==> config.mk <==
export PLATFORM = sky130hd
export DESIGN_NAME = ses_status
export DESIGN_NICKNAME = d
export VERILOG_FILES = /design/src/rtl/ses_pkg.sv /design/src/rtl/ses_status.sv
export VERILOG_INCLUDE_DIRS = /design/src /design/src/rtl
export SDC_FILE = /design/constraint.sdc
export NUM_CORES = 1
export LEC_CHECK = 0
export ABC_AREA = 1
export ABC_CLOCK_PERIOD_IN_PS = 2550
export BUFFER_PORTS_ARGS = -buffer_cell sky130_fd_sc_hd__clkbuf_2
export CORE_MARGIN = 5
export CORE_UTILIZATION = 59
export DETAILED_ROUTE_END_ITERATION = 7
export HOLD_SLACK_MARGIN = 0.15
export PLACE_DENSITY_LB_ADDON = 0.25
export SYNTH_ARGS = -nofsm -noshare
export SYNTH_HDL_FRONTEND = slang
export SYNTH_SLANG_ARGS = --single-unit
==> constraint.sdc <==
create_clock -name hclk -period 2.55 [get_ports hclk]
set_input_delay 0.3825 -clock hclk [delete_from_list [all_inputs] [get_ports hclk]]
set_output_delay 0.3825 -clock hclk [all_outputs]
set_load 0.05 [all_outputs]
==> src/rtl/ses_defs.svh <==
`ifndef SES_DEFS_SVH
`define SES_DEFS_SVH
// ----------------------------------------------------------------
// Register map (byte addresses)
// ----------------------------------------------------------------
`define SES_A_STD_COND  8'h00
`define SES_A_STD_EVT   8'h04
`define SES_A_STD_ENA   8'h08
`define SES_A_OPR_COND  8'h10
`define SES_A_OPR_EVT   8'h14
`define SES_A_OPR_ENA   8'h18
`define SES_A_MEA_COND  8'h20
`define SES_A_MEA_EVT   8'h24
`define SES_A_MEA_ENA   8'h28
`define SES_A_QUE_COND  8'h30
`define SES_A_QUE_EVT   8'h34
`define SES_A_QUE_ENA   8'h38
`define SES_A_STB       8'h40
`define SES_A_SRE       8'h44
`define SES_A_CMD       8'h48
`define SES_A_ERRQ      8'h4C
`define SES_A_OUTQ      8'h50
`define SES_A_LEVEL     8'h54
`define SES_A_POLL      8'h58
// ----------------------------------------------------------------
// Command bits written to the command register
// ----------------------------------------------------------------
`define SES_CMD_CLS     0
`define SES_CMD_PRESET  1
`define SES_CMD_ERRCLR  2
`define SES_CMD_RST     3
// ----------------------------------------------------------------
// Status byte bit positions
// ----------------------------------------------------------------
`define SES_SB_MEA      0
`define SES_SB_EAV      2
`define SES_SB_QUE      3
`define SES_SB_MAV      4
`define SES_SB_STD      5
`define SES_SB_REQ      6
`define SES_SB_OPR      7
// ----------------------------------------------------------------
// Sizes and reset values
// ----------------------------------------------------------------
`define SES_QDEPTH      8
`define SES_QAW         3
`define SES_ZERO16      16'h0000
`define SES_ZERO32      32'h0000_0000
`endif

==> src/rtl/ses_pkg.sv <==
`default_nettype none
package ses_pkg;
    // Index of each register set
    typedef enum logic [1:0] {
        SES_STD = 2'h0,
        SES_OPR = 2'h1,
        SES_MEA = 2'h2,
        SES_QUE = 2'h3
    } ses_set_t;
    // AHB address phase capture
    typedef struct packed {
        logic       wr;
        logic       rd;
        logic [7:0] addr;
    } ses_req_t;
    // Queue occupancy count with pointers
    typedef struct packed {
        logic [3:0] count;
        logic [2:0] rptr;
        logic [2:0] wptr;
    } ses_qptr_t;
endpackage
`default_nettype wire

==> src/rtl/ses_status.sv <==
`include "ses_defs.svh"
`default_nettype none
module ses_status
    import ses_pkg::*;
(
    // Clock and reset
    input  wire logic        hclk,
    input  wire logic        hresetn,
    // AHB-Lite slave
    input  wire logic        hsel,
    input  wire logic [31:0] haddr,
    input  wire logic [1:0]  htrans,
    input  wire logic        hwrite,
    input  wire logic [2:0]  hsize,
    input  wire logic [31:0] hwdata,
    input  wire logic        hready,
    output logic             hreadyout,
    output logic             hresp,
    output logic [31:0]      hrdata,
    // Instrument side
    input  wire logic [63:0] cond_in,
    input  wire logic [63:0] evt_pulse,
    input  wire logic        err_push,
    input  wire logic [15:0] err_code,
    input  wire logic        resp_push,
    input  wire logic [15:0] resp_data,
    // Status outputs
    output logic [7:0]       status_byte,
    output logic             srq
);
    // ----------------------------------------------------------------
    // Input synchronisers
    // ----------------------------------------------------------------
    logic [63:0] cond_s1, cond_s2, evt_s1, evt_s2, evt_s3;
    // Two flops before any logic reads the pins
    always_ff @(posedge hclk or negedge hresetn) begin
        if (!hresetn) begin
            cond_s1 <= 64'h0000_0000_0000_0000;
            cond_s2 <= 64'h0000_0000_0000_0000;
            evt_s1  <= 64'h0000_0000_0000_0000;
            evt_s2  <= 64'h0000_0000_0000_0000;
            evt_s3  <= 64'h0000_0000_0000_0000;
        end else begin
            cond_s1 <= cond_in;
            cond_s2 <= cond_s1;
            evt_s1  <= evt_pulse;
            evt_s2  <= evt_s1;
            evt_s3  <= evt_s2;
        end
    end
    // Rising edge of a synchronised event line
    logic [63:0] evt_set;
    assign evt_set = evt_s2 & ~evt_s3;
    // ----------------------------------------------------------------
    // Bus slave
    // ----------------------------------------------------------------
    ses_req_t req;
    logic     acc;
    assign acc       = hsel & hready & htrans[1];
    assign hreadyout = 1'b1;
    assign hresp     = 1'b0;
    // Address phase capture
    always_ff @(posedge hclk or negedge hresetn) begin
        if (!hresetn) begin
            req <= '0;
        end else if (hready) begin
            req.wr   <= acc & hwrite;
            req.rd   <= acc & ~hwrite;
            req.addr <= haddr[7:0];
        end
    end
    logic        cmd_wr;
    logic        cls, preset, errclr;
    assign cmd_wr = req.wr && req.addr == `SES_A_CMD;
    assign cls    = cmd_wr & hwdata[`SES_CMD_CLS];
    assign preset = cmd_wr & hwdata[`SES_CMD_PRESET];
    // Instrument reset bit is accepted and deliberately has no effect
    assign errclr = cmd_wr & (hwdata[`SES_CMD_ERRCLR] | hwdata[`SES_CMD_CLS]);
    // ----------------------------------------------------------------
    // Register sets
    // ----------------------------------------------------------------
    logic [15:0] evt [4];
    logic [15:0] ena [4];
    logic [3:0]  set_sum;
    genvar g;
    generate
        for (g = 0; g < 4; g++) begin : g_set
            logic [7:0] a_evt, a_ena;
            logic       evt_rd, ena_wr;
            assign a_evt  = `SES_A_STD_EVT + 8'(g * 16);
            assign a_ena  = `SES_A_STD_ENA + 8'(g * 16);
            assign evt_rd = req.rd && req.addr == a_evt;
            assign ena_wr = req.wr && req.addr == a_ena;
            // Latching events; new set wins over read or clear
            always_ff @(posedge hclk or negedge hresetn) begin
                if (!hresetn) begin
                    evt[g] <= `SES_ZERO16;
                end else begin
                    evt[g] <= ((evt_rd | cls) ? `SES_ZERO16 : evt[g]) | evt_set[g*16 +: 16];
                end
            end
            // Enable registers, host writable; preset clears all but the standard set
            always_ff @(posedge hclk or negedge hresetn) begin
                if (!hresetn) begin
                    ena[g] <= `SES_ZERO16;
                end else if (ena_wr) begin
                    ena[g] <= hwdata[15:0];
                end else if (preset && g != 0) begin
                    ena[g] <= `SES_ZERO16;
                end
            end
            // Summary output
            assign set_sum[g] = |(evt[g] & ena[g]);
        end
    endgenerate
    // ----------------------------------------------------------------
    // Queues
    // ----------------------------------------------------------------
    logic [15:0] eq_mem [`SES_QDEPTH];
    logic [15:0] oq_mem [`SES_QDEPTH];
    ses_qptr_t   eq, oq;
    logic        eq_pop, oq_pop, eq_push, oq_push;
    assign eq_pop  = req.rd && req.addr == `SES_A_ERRQ && eq.count != 4'h0;
    assign oq_pop  = req.rd && req.addr == `SES_A_OUTQ && oq.count != 4'h0;
    assign eq_push = err_push && eq.count != 4'(`SES_QDEPTH);
    assign oq_push = resp_push && oq.count != 4'(`SES_QDEPTH);
    // Error queue pointers; push into full queue dropped
    always_ff @(posedge hclk or negedge hresetn) begin
        if (!hresetn) begin
            eq <= '0;
        end else if (errclr) begin
            eq <= '0;
        end else begin
            eq.wptr  <= eq.wptr + 3'(eq_push);
            eq.rptr  <= eq.rptr + 3'(eq_pop);
            eq.count <= eq.count + 4'(eq_push) - 4'(eq_pop);
        end
    end
    // Output queue pointers
    always_ff @(posedge hclk or negedge hresetn) begin
        if (!hresetn) begin
            oq <= '0;
        end else begin
            oq.wptr  <= oq.wptr + 3'(oq_push);
            oq.rptr  <= oq.rptr + 3'(oq_pop);
            oq.count <= oq.count + 4'(oq_push) - 4'(oq_pop);
        end
    end
    // Queue storage
    always_ff @(posedge hclk) begin
        if (eq_push && !errclr) begin
            eq_mem[eq.wptr] <= err_code;
        end
        if (oq_push) begin
            oq_mem[oq.wptr] <= resp_data;
        end
    end
    // ----------------------------------------------------------------
    // Status byte and service request
    // ----------------------------------------------------------------
    logic [7:0] sre, sum_bits;
    logic       mss, req_flag, mss_q, poll;
    // Summary bits placed per position
    always_comb begin
        sum_bits = 8'h00;
        sum_bits[`SES_SB_MEA] = set_sum[SES_MEA];
        sum_bits[`SES_SB_EAV] = eq.count != 4'h0;
        sum_bits[`SES_SB_QUE] = set_sum[SES_QUE];
        sum_bits[`SES_SB_MAV] = oq.count != 4'h0;
        sum_bits[`SES_SB_STD] = set_sum[SES_STD];
        sum_bits[`SES_SB_OPR] = set_sum[SES_OPR];
    end
    assign mss  = |(sum_bits & sre);
    assign poll = req.rd && req.addr == `SES_A_POLL;
    // Service request enable, bit 6 never enabled
    always_ff @(posedge hclk or negedge hresetn) begin
        if (!hresetn) begin
            sre <= 8'h00;
        end else if (req.wr && req.addr == `SES_A_SRE) begin
            sre <= hwdata[7:0] & 8'hBF;
        end
    end
    // Request flag set on rising master summary, cleared by poll
    always_ff @(posedge hclk or negedge hresetn) begin
        if (!hresetn) begin
            mss_q    <= 1'b0;
            req_flag <= 1'b0;
        end else begin
            mss_q <= mss;
            if (mss && !mss_q) begin
                req_flag <= 1'b1;
            end else if (poll) begin
                req_flag <= 1'b0;
            end
        end
    end
    assign status_byte = sum_bits | {1'b0, mss, 6'h00};
    assign srq         = req_flag;
    // ----------------------------------------------------------------
    // Read data
    // ----------------------------------------------------------------
    logic [31:0] next_rdata;
    // Plain binary read-back
    always_comb begin
        next_rdata = `SES_ZERO32;
        unique case (haddr[7:0])
            `SES_A_STD_COND: next_rdata = {16'h0000, cond_s2[15:0]};
            `SES_A_OPR_COND: next_rdata = {16'h0000, cond_s2[31:16]};
            `SES_A_MEA_COND: next_rdata = {16'h0000, cond_s2[47:32]};
            `SES_A_QUE_COND: next_rdata = {16'h0000, cond_s2[63:48]};
            `SES_A_STD_EVT:  next_rdata = {16'h0000, evt[0]};
            `SES_A_OPR_EVT:  next_rdata = {16'h0000, evt[1]};
            `SES_A_MEA_EVT:  next_rdata = {16'h0000, evt[2]};
            `SES_A_QUE_EVT:  next_rdata = {16'h0000, evt[3]};
            `SES_A_STD_ENA:  next_rdata = {16'h0000, ena[0]};
            `SES_A_OPR_ENA:  next_rdata = {16'h0000, ena[1]};
            `SES_A_MEA_ENA:  next_rdata = {16'h0000, ena[2]};
            `SES_A_QUE_ENA:  next_rdata = {16'h0000, ena[3]};
            `SES_A_STB:      next_rdata = {24'h00_0000, status_byte};
            `SES_A_POLL:     next_rdata = {24'h00_0000, sum_bits | {1'b0, req_flag, 6'h00}};
            `SES_A_SRE:      next_rdata = {24'h00_0000, sre};
            `SES_A_ERRQ:     next_rdata = {16'h0000, eq.count != 4'h0 ? eq_mem[eq.rptr] : 16'h0000};
            `SES_A_OUTQ:     next_rdata = {16'h0000, oq.count != 4'h0 ? oq_mem[oq.rptr] : 16'h0000};
            `SES_A_LEVEL:    next_rdata = {24'h00_0000, oq.count, eq.count};
            default:         next_rdata = `SES_ZERO32;
        endcase
    end
    // Read data registered at the end of the address phase
    always_ff @(posedge hclk or negedge hresetn) begin
        if (!hresetn) begin
            hrdata <= `SES_ZERO32;
        end else if (acc && !hwrite) begin
            hrdata <= next_rdata;
        end
    end
    // ----------------------------------------------------------------
    // Checks
    // ----------------------------------------------------------------
    a_evt_latch: assert property (@(posedge hclk) disable iff (!hresetn)
        evt_set[16] |=> evt[1][0]) else $error("event bit not latched");
    a_cls_clear: assert property (@(posedge hclk) disable iff (!hresetn)
        cls && evt_set == 64'h0 |=> evt[0] == 16'h0 && eq.count == 4'h0) else $error("clear status failed");
    a_preset_ena: assert property (@(posedge hclk) disable iff (!hresetn)
        preset |=> ena[1] == 16'h0 && ena[0] == $past(ena[0])) else $error("preset wrong");
    a_preset_queue: assert property (@(posedge hclk) disable iff (!hresetn)
        preset && !errclr && !eq_push && !eq_pop |=> $stable(eq.count)) else $error("preset touched queue");
    a_sum_eav: assert property (@(posedge hclk) disable iff (!hresetn)
        status_byte[`SES_SB_EAV] == (eq.count != 4'h0)) else $error("error available wrong");
    a_sum_std: assert property (@(posedge hclk) disable iff (!hresetn)
        status_byte[`SES_SB_STD] == |(evt[0] & ena[0])) else $error("standard summary wrong");
    a_mss_gate: assert property (@(posedge hclk) disable iff (!hresetn)
        status_byte[`SES_SB_REQ] == |(status_byte & sre & 8'hBF)) else $error("master summary wrong");
    a_poll_clear: assert property (@(posedge hclk) disable iff (!hresetn)
        poll && !(mss && !mss_q) |=> !srq) else $error("poll did not clear request");
    a_evt_read: assert property (@(posedge hclk) disable iff (!hresetn)
        req.rd && req.addr == `SES_A_OPR_EVT && evt_set[31:16] == 16'h0 |=> evt[1] == 16'h0)
        else $error("read did not clear event");
endmodule
`default_nettype wire

# Yosys cells after proc, flatten, opt, wreduce, memory -nomap -nowiden
# Memory sizes are Yosys's and may differ from the RTL's.
# Index checks and enable logic that the tools add are counted.
[totals]
regBits = 519
ramBits = 256
input_bits = 236
output_inout_bits = 43
wordCells = 147
n_memories = 2
[classes]
add_sub_neg = 8
n_eq_ne = 32
muxes = 18
n_bitwise = 26
reduce_logical = 35
[memory_table]
columns = ["memory", "words", "width", "rd", "rd_clocked_by_memory_dff", "write_ports", "line", "rtl"]
rows = [
  ["eq_mem", 8, 16, 1, 0, 1, "ses_status.sv:119", "logic [15:0] eq_mem [`SES_QDEPTH];"],
  ["oq_mem", 8, 16, 1, 0, 1, "ses_status.sv:120", "logic [15:0] oq_mem [`SES_QDEPTH];"],
]
[op_table]
columns = ["op", "n"]
rows = [
  ["$pmux W16 S18", 1],
  ["$mux W16", 10],
  ["$eq A8 B7 Y1 const B", 11],
  ["$eq A8 B6 Y1 const B", 10],
  ["$and A16 B16 Y16", 4],
  ["$and A64 B64 Y64", 1],
  ["$not A64 Y64", 1],
  ["$or A16 B16 Y16", 4],
  ["$reduce_or A16 Y1", 4],
  ["$eq A8 B5 Y1 const B", 5],
  ["$logic_and A1 B1 Y1", 20],
  ["$eq A8 B3 Y1 const B", 2],
  ["$eq A8 B4 Y1 const B", 2],
  ["$or A8 B7 Y8", 2],
  ["$add A3 B1 Y3", 4],
  ["$mux W10", 1],
  ["$add A4 B1 Y4", 2],
  ["$and A8 B8 Y8", 1],
  ["$logic_not A8 Y1", 1],
  ["$ne A4 B4 Y1 const B", 2],
  ["$reduce_bool A2 Y1", 4],
  ["$reduce_bool A4 Y1", 2],
  ["$reduce_or A8 Y1", 1],
  ["$sub A4 B1 Y4", 2],
  ["5 further kinds", 22],
]

# Longest topological paths before layout
# Gate-level depths: netlist of run 1.
[depth]
ltp_word = 7
ltp_mapped = 14
ltp_nobuf = 14

# Least setup slack after synthesis of run 1
# No wires, ideal clock.
[synth_path]
kind = "register to register"
from = "register oq[8] (netlist bit)"
to = "memory oq_mem[0][0], enable pin"
setup_ps = 388
arrival_time_ps = 1819
required_time_ps = 2162
slack_ps = 342
path_stages_with_launch = 8
path_buffers = 0
synth_period_minus_slack_ps = 2208
path_cell_list = "dfrtp_1 inv_1 ha_1 nand3_1 and2_1 inv_1 or2_2 nor2_1"
[synth_via]
elab_chain_len = 4
[synth_lines]
columns = ["item", "line", "rtl"]
rows = [
  ["start: declaration", "ses_status.sv:121", "ses_qptr_t eq, oq;"],
  ["$ne A4 B4 Y1", "ses_status.sv:126", "assign oq_push = resp_push && oq.count != 4'(`SES_QDEPTH);"],
  ["$logic_and A1 B1 Y1", "ses_status.sv:126", ""],
  ["$mux W1", "ses_status.sv:154", "if (oq_push) begin"],
  ["$mux W1 (implied by the code)", "ses_status.sv:155", "oq_mem[oq.wptr] <= resp_data;"],
  ["end: declaration", "ses_status.sv:120", ""],
]
# No other way between the ends.

# Worst setup path in the final report of run 1
[layout_path]
from = "register evt[58] (netlist bit)"
to = "output status_byte[6]"
[layout_via]
elab_chain_len = 5
[layout_lines]
columns = ["item", "line", "rtl"]
rows = [
  ["start: declaration", "ses_status.sv:82", "logic [15:0] evt [4];"],
  ["start signal: indexed assignment", "ses_status.sv:97", "evt[g] <= `SES_ZERO16;"],
  ["start signal: indexed assignment", "ses_status.sv:99", "evt[g] <= ((evt_rd | cls) ? `SES_ZERO16 : evt[g]) | evt_set[g*16 +: 16];"],
  ["$and A16 B16 Y16", "ses_status.sv:113", "assign set_sum[g] = |(evt[g] & ena[g]);"],
  ["$reduce_or A16 Y1", "ses_status.sv:113", ""],
  ["$and A8 B8 Y8", "ses_status.sv:173", "assign mss = |(sum_bits & sre);"],
  ["$reduce_or A8 Y1", "ses_status.sv:173", ""],
  ["$or A8 B7 Y8", "ses_status.sv:197", "assign status_byte = sum_bits | {1'b0, mss, 6'h00};"],
  ["end: declaration", "ses_status.sv:28", "output logic [7:0] status_byte,"],
]
# No other way between the ends.

==> results.sh, run 1 <==
export IMPL_outcome="finished, final reports clean"
export IMPL_cp_arrival_ns=2.15
export IMPL_area_growth_pct=23.39
export IMPL_dp_hpwl_mm=50.18
export IMPL_place_gp_congestion=0.9688
export IMPL_vias=19941
export IMPL_ioPinCount=279
export IMPL_cts_path_max_buffers=3
export IMPL_drv_cap=0
export IMPL_yosysWarnings=0
export IMPL_crit_top_cell="nand2_1"
export IMPL_synth_top_area_share_pct=44.87
export IMPL_nFillCells=3096
export IMPL_fin_worst_skew_ns=0.02099
export IMPL_drt_iter0_drc=2175
export IMPL_end_kind="primary output"
export IMPL_ys_types=36
export IMPL_max_stage_delay_ns=0.41
export IMPL_worstPathMaxFanout=2
export IMPL_async_reset_ff_share_pct=66.27
export IMPL_crit_path_cell_trace="nand2_1 > o21ai_0 > nor2_1 > nand4_1 > nand2_1 > nand3_4 > buf_8"
export IMPL_synth_top_area_cell="dfrtp_1"
export IMPL_wl_per_cell_um=22.02
export IMPL_synth_most_common_cell="dfrtp_1"
export IMPL_core_area_um2=47350
export IMPL_fin_crit_ns=2.533
export IMPL_clock_sinks=759
export IMPL_synth_fa_ha_area_share_pct=1.035
export IMPL_diodes=0
export IMPL_yosys_register_bits=759
export IMPL_drive_gt1_share_pct=16.77
export IMPL_vias_per_cell=5.572
export IMPL_cts_tree="built"
export IMPL_cp_start_kind="flip-flop"
export IMPL_synth_area_um2=28050
export IMPL_yosys_top_cells_area="dfrtp_1 (45%), edfxtp_1 (27%), nand2_1 (5.7%), o21ai_0 (4.2%), nor2_1 (3.9%)"
export IMPL_dr_pass1_iters=7
export IMPL_seq_area_frac_synth_pct=72.27
export IMPL_synth_ff_type="dfrtp_1"
export IMPL_die_area_um2=52010
export IMPL_nNetsFinal=3165
export IMPL_fp_dieW_um=228.1
export IMPL_tightest_slew_ns=0.7037
export IMPL_power_density_nw_per_um2=816.8
export IMPL_crit_required_ns=2.17
export IMPL_crit_type="reg -> out"
export IMPL_grt_ovfl_total=0
export IMPL_fp_dieH_um=228.1
export IMPL_drv_slew=0
export IMPL_finalHoldViolCount=0
export IMPL_fin_crit_sh_pct=99.34
export IMPL_cp_slowest_cell="dfrtp_1"
export IMPL_synth_compound_area_share_pct=8.131
export IMPL_cts_root_buffer="clkbuf_16"
export IMPL_muxShareOfSynthArea_pct=0
export IMPL_wl_mm=78.82
export IMPL_synth_xor_area_share_pct=0.2498
export IMPL_synth_common_cells="dfrtp_1 (503), nand2_1 (424), nor2_1 (295)"
export IMPL_avgSynthCellArea_um2=11.61
export IMPL_tns_ns=0
export IMPL_p_leak_nw=15.83
export IMPL_cts_max_level=3
export IMPL_path_clk_slew_ns=0.06
export IMPL_io_buffers=215
export IMPL_grt_pass1_vias=20793
export IMPL_hold_worst_slack_ns=0.1786
export IMPL_fin_cells=3579
export IMPL_max_freq_ghz=0.3947
export IMPL_synthCells=2417
export IMPL_ant_nets=0
export IMPL_reg2reg_slack_ns=0.12
export IMPL_max_vdd_ir_drop_mv=0.6921
export IMPL_drc=0
export IMPL_synthSimpleGateAreaFrac_pct=13.18
export IMPL_setup_viol=0
export IMPL_relSlewSlack_pct=53.09
export IMPL_numCtsBuffers=73
export IMPL_start_util_pct=59.25
export IMPL_grt_pass1_wl_mm=120.4
export IMPL_min_path_type="in -> reg"
export IMPL_synth_edff_count=256
export IMPL_grt_max_degree=82
export IMPL_placedCellCount=3254
export IMPL_std_cell_rows=80
export IMPL_rsz0062_at_grt="true"
export IMPL_antenna_found_initial=1
export IMPL_grt_total_usage_pct=30.38
export IMPL_insertion_delay_ns=0.61
export IMPL_synth_top_family_by_area="simple AND/OR/NAND/NOR gates"
[cells in the final DEF (no fill, tap or decap), types with 53 or more instances in the layout]
cell / n
dfrtp_1: 503
o22ai_1: 87
nand3_1: 112
buf_4: 97
o21ai_0: 238
inv_1: 223
clkbuf_16: 77
nor2_1: 287
o211ai_1: 53
nand2_1: 420
clkbuf_2: 213
dlygate4sd3_1: 174
edfxtp_1: 256
[cell families (layout without fill, tap and decap cells)]
| kind of cell | Yosys count | after routing |
|---|---|---|
| xor+xnor | 8 | 8 |
| fa+ha+maj | 22 | 22 |
| buf+inv | 335 | 865 |
| compound gates | 406 | 406 |
| simple gates | 885 | 885 |
| other cells | 2 | 19 |
| flops | 759 | 759 |
[repair_timing]
action / in CTS / in global routing
setup endpoints to repair: 1 / 3
gates resized for setup: 16 / 16
hold endpoints to repair: 469 / 0
hold buffers: 174 / 0
pin swaps: 4 / 6
buffers inserted: 8 / 12
[area by class of cell]
| cell class | instances | area [um2] | share of cell area [%] |
|---|---|---|---|
| Sequential cell | 759 | 20270 | 58.58 |
| Multi-Input combinational cell | 1340 | 6486 | 18.74 |
| Timing Repair Buffer | 493 | 3706 | 10.71 |
| Clock buffer | 102 | 2111 | 6.098 |
| Inverter | 240 | 900.9 | 2.603 |
| Tap cell | 615 | 769.5 | 2.223 |
| Clock inverter | 30 | 364.1 | 1.052 |
[worst max-delay path: cells and delay by family (launching register included)]
family | cells | cell delay [ns]
AND/OR/NAND/NOR | 5 | 0.83
flip-flops | 1 | 0.41
buffers and inverters | 1 | 0.19
AO/OA/AOI/OAI | 1 | 0.10
[metal layers]
layer	wire (um)	up-vias	GRT usage [%]
met1	29680	9786	39.60
met3	6449	221	5.844
met2	38150	980	49.41
li1	-	8952	-
met5	14	-	0
met4	4523	2	15.60
[worst paths after layout]
kind	startpoint	cells past startpoint	to
max	evt[58]	7	status_byte[6]
min	hwdata[4]	3	sre[4]
max reg2reg	req[1]	12	oq[7]
min reg2reg	evt_s1[20]	0	evt_s2[20]
max in group asynchronous	hresetn	3	evt_s3[56]
min in group asynchronous	hresetn	2	cond_s2[56]
[report_power, final]
group	total [mW]	internal [mW]	switching [mW]	leakage, nW
Sequential	14.2	13.8	0.411	7.98
Clock	11.2	6.61	4.55	1.21
Combinational	2.95	1.06	1.89	6.63
[registers in the layout (all words and copies together) (netlist names), 16 cells and up]
signal,count
cond_s1,64
cond_s2,64
ena,64
eq_mem,128
evt,64
evt_s1,64
evt_s2,64
evt_s3,64
hrdata,16
oq_mem,128
[stage by stage]
| stage | utilization [%] | power (mW) | area (um2) | worst slack, ns |
|---|---|---|---|---|
| 5_1_grt | 73.11 | 29.31 | 34610 | -0.04889 |
| 4_1_cts | 72.80 | 28.17 | 34470 | 0.009537 |
| 3_3_place_gp | 63.71 | 16.74 | 30170 | 0.1777 |
| 6_report | 73.11 | 28.27 | 34610 | 0.01674 |
| 3_5_place_dp | 63.71 | 16.89 | 30170 | 0.1397 |
| 2_1_floorplan | - | 15.74 | 28120 | 0.3421 |
Power figures use the tool's default switching activity.
==> inputs of run 2 (changes only) <==
--- a/config.mk
+++ b/config.mk
@@ -14,6 +14,7 @@
 export DETAILED_ROUTE_END_ITERATION = 7
 export HOLD_SLACK_MARGIN = 0.15
 export PLACE_DENSITY_LB_ADDON = 0.25
+export RECOVER_POWER = 50
 export SYNTH_ARGS = -nofsm -noshare
 export SYNTH_HDL_FRONTEND = slang
 export SYNTH_SLANG_ARGS = --single-unit
==> run 2 against run 1 <==
Via count barely moved; core utilization shrank 0.29 points; maximum frequency is 0.51% higher; worst hold slack worse by 0.011 ns; setup slack better by 0.013 ns; design area down 0.39%.
==> results.sh, run 2 (same netlist as run 1, synthesis figures left out) <==
export IMPL_wl_per_cell_um=21.97
export IMPL_pwr_share_comb_pct=10.4
export IMPL_vias=19939
export IMPL_grt_pass1_wl_mm=120.4
export IMPL_pre_cts_ws_ns=0.1397
export IMPL_die_area_um2=52010
export IMPL_cp_arrival_ns=2.14
export IMPL_worstPathMaxFanout=3
export IMPL_min_path_type="in -> reg"
export IMPL_netSwitchingFraction_pct=24.26
export IMPL_fin_crit_ns=2.520
export IMPL_path_clk_slew_ns=0.06
export IMPL_cp_start_kind="flip-flop"
export IMPL_core_area_um2=47350
export IMPL_crit_path_cell_trace="nand2_1 > nand3_1 > nor2_1 > nand3_2 > a21oi_4 > nand3_4 > buf_8"
export IMPL_tns_ns=0
export IMPL_std_cell_rows=80
export IMPL_fp_dieW_um=228.1
export IMPL_io_buffers=215
export IMPL_crit_required_ns=2.17
export IMPL_fin_worst_skew_ns=0.02045
export IMPL_max_freq_ghz=0.3968
export IMPL_area_growth_pct=22.90
export IMPL_end_kind="primary output"
export IMPL_grt_max_degree=82
export IMPL_nNetsFinal=3165
export IMPL_seqPwrFrac_pct=50.1
export IMPL_drc=0
export IMPL_p_leak_nw=15.60
export IMPL_grt_total_usage_pct=30.38
export IMPL_switchingPower_mw=6.854
export IMPL_relSlewSlack_pct=19.41
export IMPL_drv_cap=0
export IMPL_rsz0062_at_grt="true"
export IMPL_outcome="finished, final reports clean"
export IMPL_cp_slowest_cell="dfrtp_1"
export IMPL_vias_per_cell=5.571
export IMPL_clock_sinks=759
export IMPL_start_util_pct=59.25
export IMPL_grt_ovfl_total=0
export IMPL_insertion_delay_ns=0.61
export IMPL_numCtsBuffers=73
export IMPL_cts_tree="built"
export IMPL_layout_common_cells="dfrtp_1 (503), nand2_1 (420), nor2_1 (287), edfxtp_1 (256), o21ai_0 (238)"
export IMPL_wl_mm=78.63
export IMPL_ant_nets=0
export IMPL_dr_pass1_iters=5
export IMPL_layout_setup_ws_ns=0.02971
export IMPL_ioPinCount=279
export IMPL_max_vdd_ir_drop_mv=0.6923
export IMPL_fin_crit_sh_pct=98.83
export IMPL_dp_hpwl_mm=50.18
export IMPL_placed_cell_area_um2=30170
export IMPL_antenna_found_initial=1
export IMPL_grt_pass1_vias=20793
export IMPL_max_stage_delay_ns=0.44
export IMPL_place_gp_congestion=0.9688
export IMPL_top_regs="eq_mem: 128 flops, oq_mem: 128 flops"
export IMPL_cts_root_buffer="clkbuf_16"
export IMPL_finalHoldViolCount=0
export IMPL_drive_gt1_share_pct=14.37
export IMPL_cts_max_level=3
export IMPL_fp_dieH_um=228.1
export IMPL_tightest_slew_ns=1.209
export IMPL_cts_path_max_buffers=3
export IMPL_crit_type="reg -> out"
export IMPL_power_density_nw_per_um2=819.6
export IMPL_final_area_um2=34480
export IMPL_worst_path_buf_inv=1
export IMPL_crit_family="simple AND/OR/NAND/NOR gates"
export IMPL_diodes=0
export IMPL_share_clk_of_total_power_pct=39.5
export IMPL_p_int_mw=21.40
export IMPL_setup_viol=0
export IMPL_drv_slew=0
export IMPL_drt_iter0_drc=2273
export IMPL_mostFrequentLayoutCell="dfrtp_1"
==> run 2: power by group through the flow <==
stage	Sequential [mW]	Combinational, mW	Clock (mW)
final	14.2	2.93	11.2
after detailed placement	14.4	2.52	0
after CTS	14.2	2.82	11.2
after global routing	14.2	3.23	11.8
after global placement	14.3	2.43	0
after floorplan	14.3	1.45	0
==> run 2: timing repair <==
item | CTS | global route
setup buffers | 8 | 12
hold endpoints to repair | 469 | 0
endpoints found under the setup margin | 1 | 3
hold buffers | 174 | 0
pin swaps | 4 | 6
resized for setup | 16 | 16
==> run 2: worst paths after layout <==
path | start | endpoint | slack [ns] | cells past startpoint
min in group asynchronous | hresetn | cond_s2[56] | 0.60 | 2
max in group asynchronous | hresetn | evt_s1[55] | 0.39 | 3
setup / recovery | evt[27] | status_byte[6] | 0.03 | 7
setup reg to reg | req[1] | oq[7] | 0.13 | 12
hold reg to reg | evt_s1[20] | evt_s2[20] | 0.34 | 0
hold / removal | hwdata[4] | sre[4] | 0.17 | 3
==> run 2: worst register-to-register path: stages (launching register included) <==
cell and delay, ns:
dfrtp_1 0.39, nor2_2 0.15, nand2_2 0.09, inv_1 0.08
nand4_1 0.14, nor4_2 0.26, buf_4 0.17, ha_1 0.22
inv_1 0.05, ha_1 0.16, inv_1 0.07, fa_1 0.50
inv_1 0.04
==> run 2: layout make-up <==
type,count,area [um2]
fill,3158,12870
tap,615,769.5
timing repair buffer,493,3570
clock buffer,102,2111
clock inverter,30,364.1
sequential,759,20270
multi-input combinational,1340,6486
inverter,240,900.9
==> run 2: metal layers <==
layer	share of wire (%)	GRT usage [%]	up-vias
li1	-	-	8957
met1	37	39.60	9781
met2	48	49.41	995
met3	8.4	5.844	204
met4	5.6	15.60	2
met5	0.018	0	-
==> run 2: metrics by stage <==
stage	std cells	total power [mW]	util, %	hold WS [ns]
after CTS	3567	28.17	72.80	0.1549
after global placement	3254	16.74	63.71	0.3326
after detailed placement	3254	16.89	63.71	0.3347
after global routing	3579	29.29	72.82	0.1737
after floorplan	2434	15.74	-	0.08691
final	3579	28.26	72.82	0.1673
==> inputs of run 3 (changes only) <==
==> constraint.sdc (replaced) <==
create_clock -name hclk -period 2.55 [get_ports hclk]
set_input_delay 0.3825 -clock hclk [delete_from_list [all_inputs] [get_ports hclk]]
set_output_delay 0.3825 -clock hclk [all_outputs]
set_load 0.01 [all_outputs]
==> run 3 against run 2 <==
Combinational power shrank 4%; first-iteration DRC count fell by 11%; setup slack got worse by 0.0047 ns; global-route usage shrank 0.73 points; wire length decreased by 1.9%; clock skew is 0.0019 ns lower; sequential power barely moved; via count decreased by 0.58%.
==> results.sh, run 3 (same netlist as run 1, synthesis figures left out) <==
export IMPL_outcome="finished, final reports clean"
export IMPL_drt_iter0_drc=2027
export IMPL_area_growth_pct=22.59
export IMPL_cp_arrival_ns=2.14
export IMPL_pwr_share_comb_pct=10.0
export IMPL_start_util_pct=59.25
export IMPL_p_leak_nw=15.56
export IMPL_netSwitchingFraction_pct=24.22
export IMPL_p_int_mw=21.15
export IMPL_vias=19823
export IMPL_drv_slew=0
export IMPL_fin_crit_ns=2.525
export IMPL_fp_dieH_um=228.1
export IMPL_cts_tree="built"
export IMPL_pre_cts_ws_ns=0.08405
export IMPL_cp_slowest_cell="dfrtp_1"
export IMPL_die_area_um2=52010
export IMPL_final_util_pct=72.63
export IMPL_vias_per_cell=5.548
export IMPL_cts_max_level=3
export IMPL_crit_type="reg -> out"
export IMPL_cp_start_kind="flip-flop"
export IMPL_wl_mm=77.18
export IMPL_grt_total_usage_pct=29.65
export IMPL_cts_root_buffer="clkbuf_16"
export IMPL_nNetsFinal=3155
export IMPL_tightest_slew_ns=1.412
export IMPL_setup_viol=0
export IMPL_fin_crit_sh_pct=99.02
export IMPL_worstPathMaxFanout=2
export IMPL_path_clk_slew_ns=0.07
export IMPL_clock_sinks=759
export IMPL_max_stage_delay_ns=0.40
export IMPL_dp_hpwl_mm=49.81
export IMPL_ioPinCount=279
export IMPL_grt_pass1_wl_mm=117.6
export IMPL_core_area_um2=47350
export IMPL_dr_pass1_iters=7
export IMPL_min_path_type="in -> reg"
export IMPL_drive_gt1_share_pct=13.90
export IMPL_share_clk_of_total_power_pct=39.2
export IMPL_place_gp_congestion=0.9678
export IMPL_finalHoldViolCount=0
export IMPL_fp_dieW_um=228.1
export IMPL_insertion_delay_ns=0.61
export IMPL_fin_cells=3573
export IMPL_power_density_nw_per_um2=811.5
export IMPL_seqPwrFrac_pct=50.7
export IMPL_io_buffers=215
export IMPL_grt_pass1_vias=20288
export IMPL_drc=0
export IMPL_numCtsBuffers=73
export IMPL_placedCellCount=3249
export IMPL_relSlewSlack_pct=5.887
export IMPL_layout_common_cells="dfrtp_1 (503), nand2_1 (422), nor2_1 (291), edfxtp_1 (256), o21ai_0 (238)"
export IMPL_rsz0062_at_grt="true"
export IMPL_ant_nets=0
export IMPL_crit_required_ns=2.17
export IMPL_std_cell_rows=80
export IMPL_layout_setup_ws_ns=0.02505
export IMPL_top_regs="eq_mem: 128 flops, oq_mem: 128 flops"
export IMPL_mostFrequentLayoutCell="dfrtp_1"
export IMPL_grt_ovfl_total=0
export IMPL_end_kind="primary output"
export IMPL_nFillCells=3146
export IMPL_grt_max_degree=157
export IMPL_max_vdd_ir_drop_mv=0.7666
export IMPL_antenna_found_initial=2
export IMPL_crit_path_cell_trace="inv_2 > ha_4 > inv_2 > nor2_4 > buf_6 > clkinvlp_4 > nand2_2 > nand2_2 > a21oi_2 > nand3_2 > buf_8"
export IMPL_drv_cap=0
export IMPL_wl_per_cell_um=21.60
export IMPL_switchingPower_mw=6.760
export IMPL_fin_worst_skew_ns=0.01858
export IMPL_cts_path_max_buffers=3
export IMPL_max_freq_ghz=0.3960
-- run 3: routing by layer --
metal	vias to the layer above	GRT usage [%]	routed length [um]
met4	0	12.84	3444
met5	-	0	0
li1	8941	-	-
met2	978	48.77	37900
met1	9734	38.48	29190
met3	170	6.752	6640
-- run 3: worst max-delay path: cells and delay by family, from the launching register on --
| family | cells | cell delay, ns |
|---|---|---|
| buf+inv | 5 | 0.51 |
| flops | 1 | 0.40 |
| simple gates | 4 | 0.39 |
| fa+ha+maj | 1 | 0.13 |
| compound gates | 1 | 0.11 |
-- run 3: worst paths after layout --
check | to | slack (ns) | from | cells after the start
worst max register to register | eq[8] | 0.18 | eq[9] | 12
worst min register to register | cond_s2[51] | 0.34 | cond_s1[51] | 0
max in group asynchronous | evt_s3[5] | 0.49 | hresetn | 3
worst min-delay path | ena[58] | 0.17 | hwdata[10] | 3
min in group asynchronous | cond_s2[40] | 0.24 | hresetn | 2
worst max-delay path | status_byte[6] | 0.03 | oq[9] | 11
-- run 3: through the flow --
| step | total power, mW | setup TNS (ns) | hold WS [ns] | instance area (um2) |
|---|---|---|---|---|
| after floorplan | 15.62 | 0 | 0.08691 | 28120 |
| after global placement | 16.63 | 0 | 0.1868 | 30140 |
| after detailed placement | 16.79 | 0 | 0.1860 | 30140 |
| after CTS | 27.92 | 0 | 0.1509 | 34440 |
| after global routing | 28.97 | -0.06767 | 0.1763 | 34390 |
| final | 27.91 | 0 | 0.1712 | 34390 |
-- run 3: final cells by class --
class	instances	area, um2	area share, %
tap	615	769.5	2.238
sequential	759	20270	58.96
clock buffer	101	2161	6.284
clock inverter	34	286.5	0.8332
timing repair buffer	483	3528	10.26
inverter	240	904.6	2.631
antenna	1	2.502	0.007277
multi-input combinational	1340	6461	18.79
-- run 3: what timing repair did --
action	CTS	global route
pin swaps	2	2
hold endpoints to repair	914	0
resized for setup	11	11
buffers inserted	7	4
hold buffers	177	0
setup endpoints to repair	1	3
-- run 3: power groups by stage --
stage	Sequential, mW	Combinational (mW)	Clock [mW]
after global placement	14.3	2.32	0
after detailed placement	14.4	2.42	0
after CTS	14.1	2.74	11.0
final	14.2	2.80	11.0
after floorplan	14.3	1.37	0
after global routing	14.2	3.12	11.6
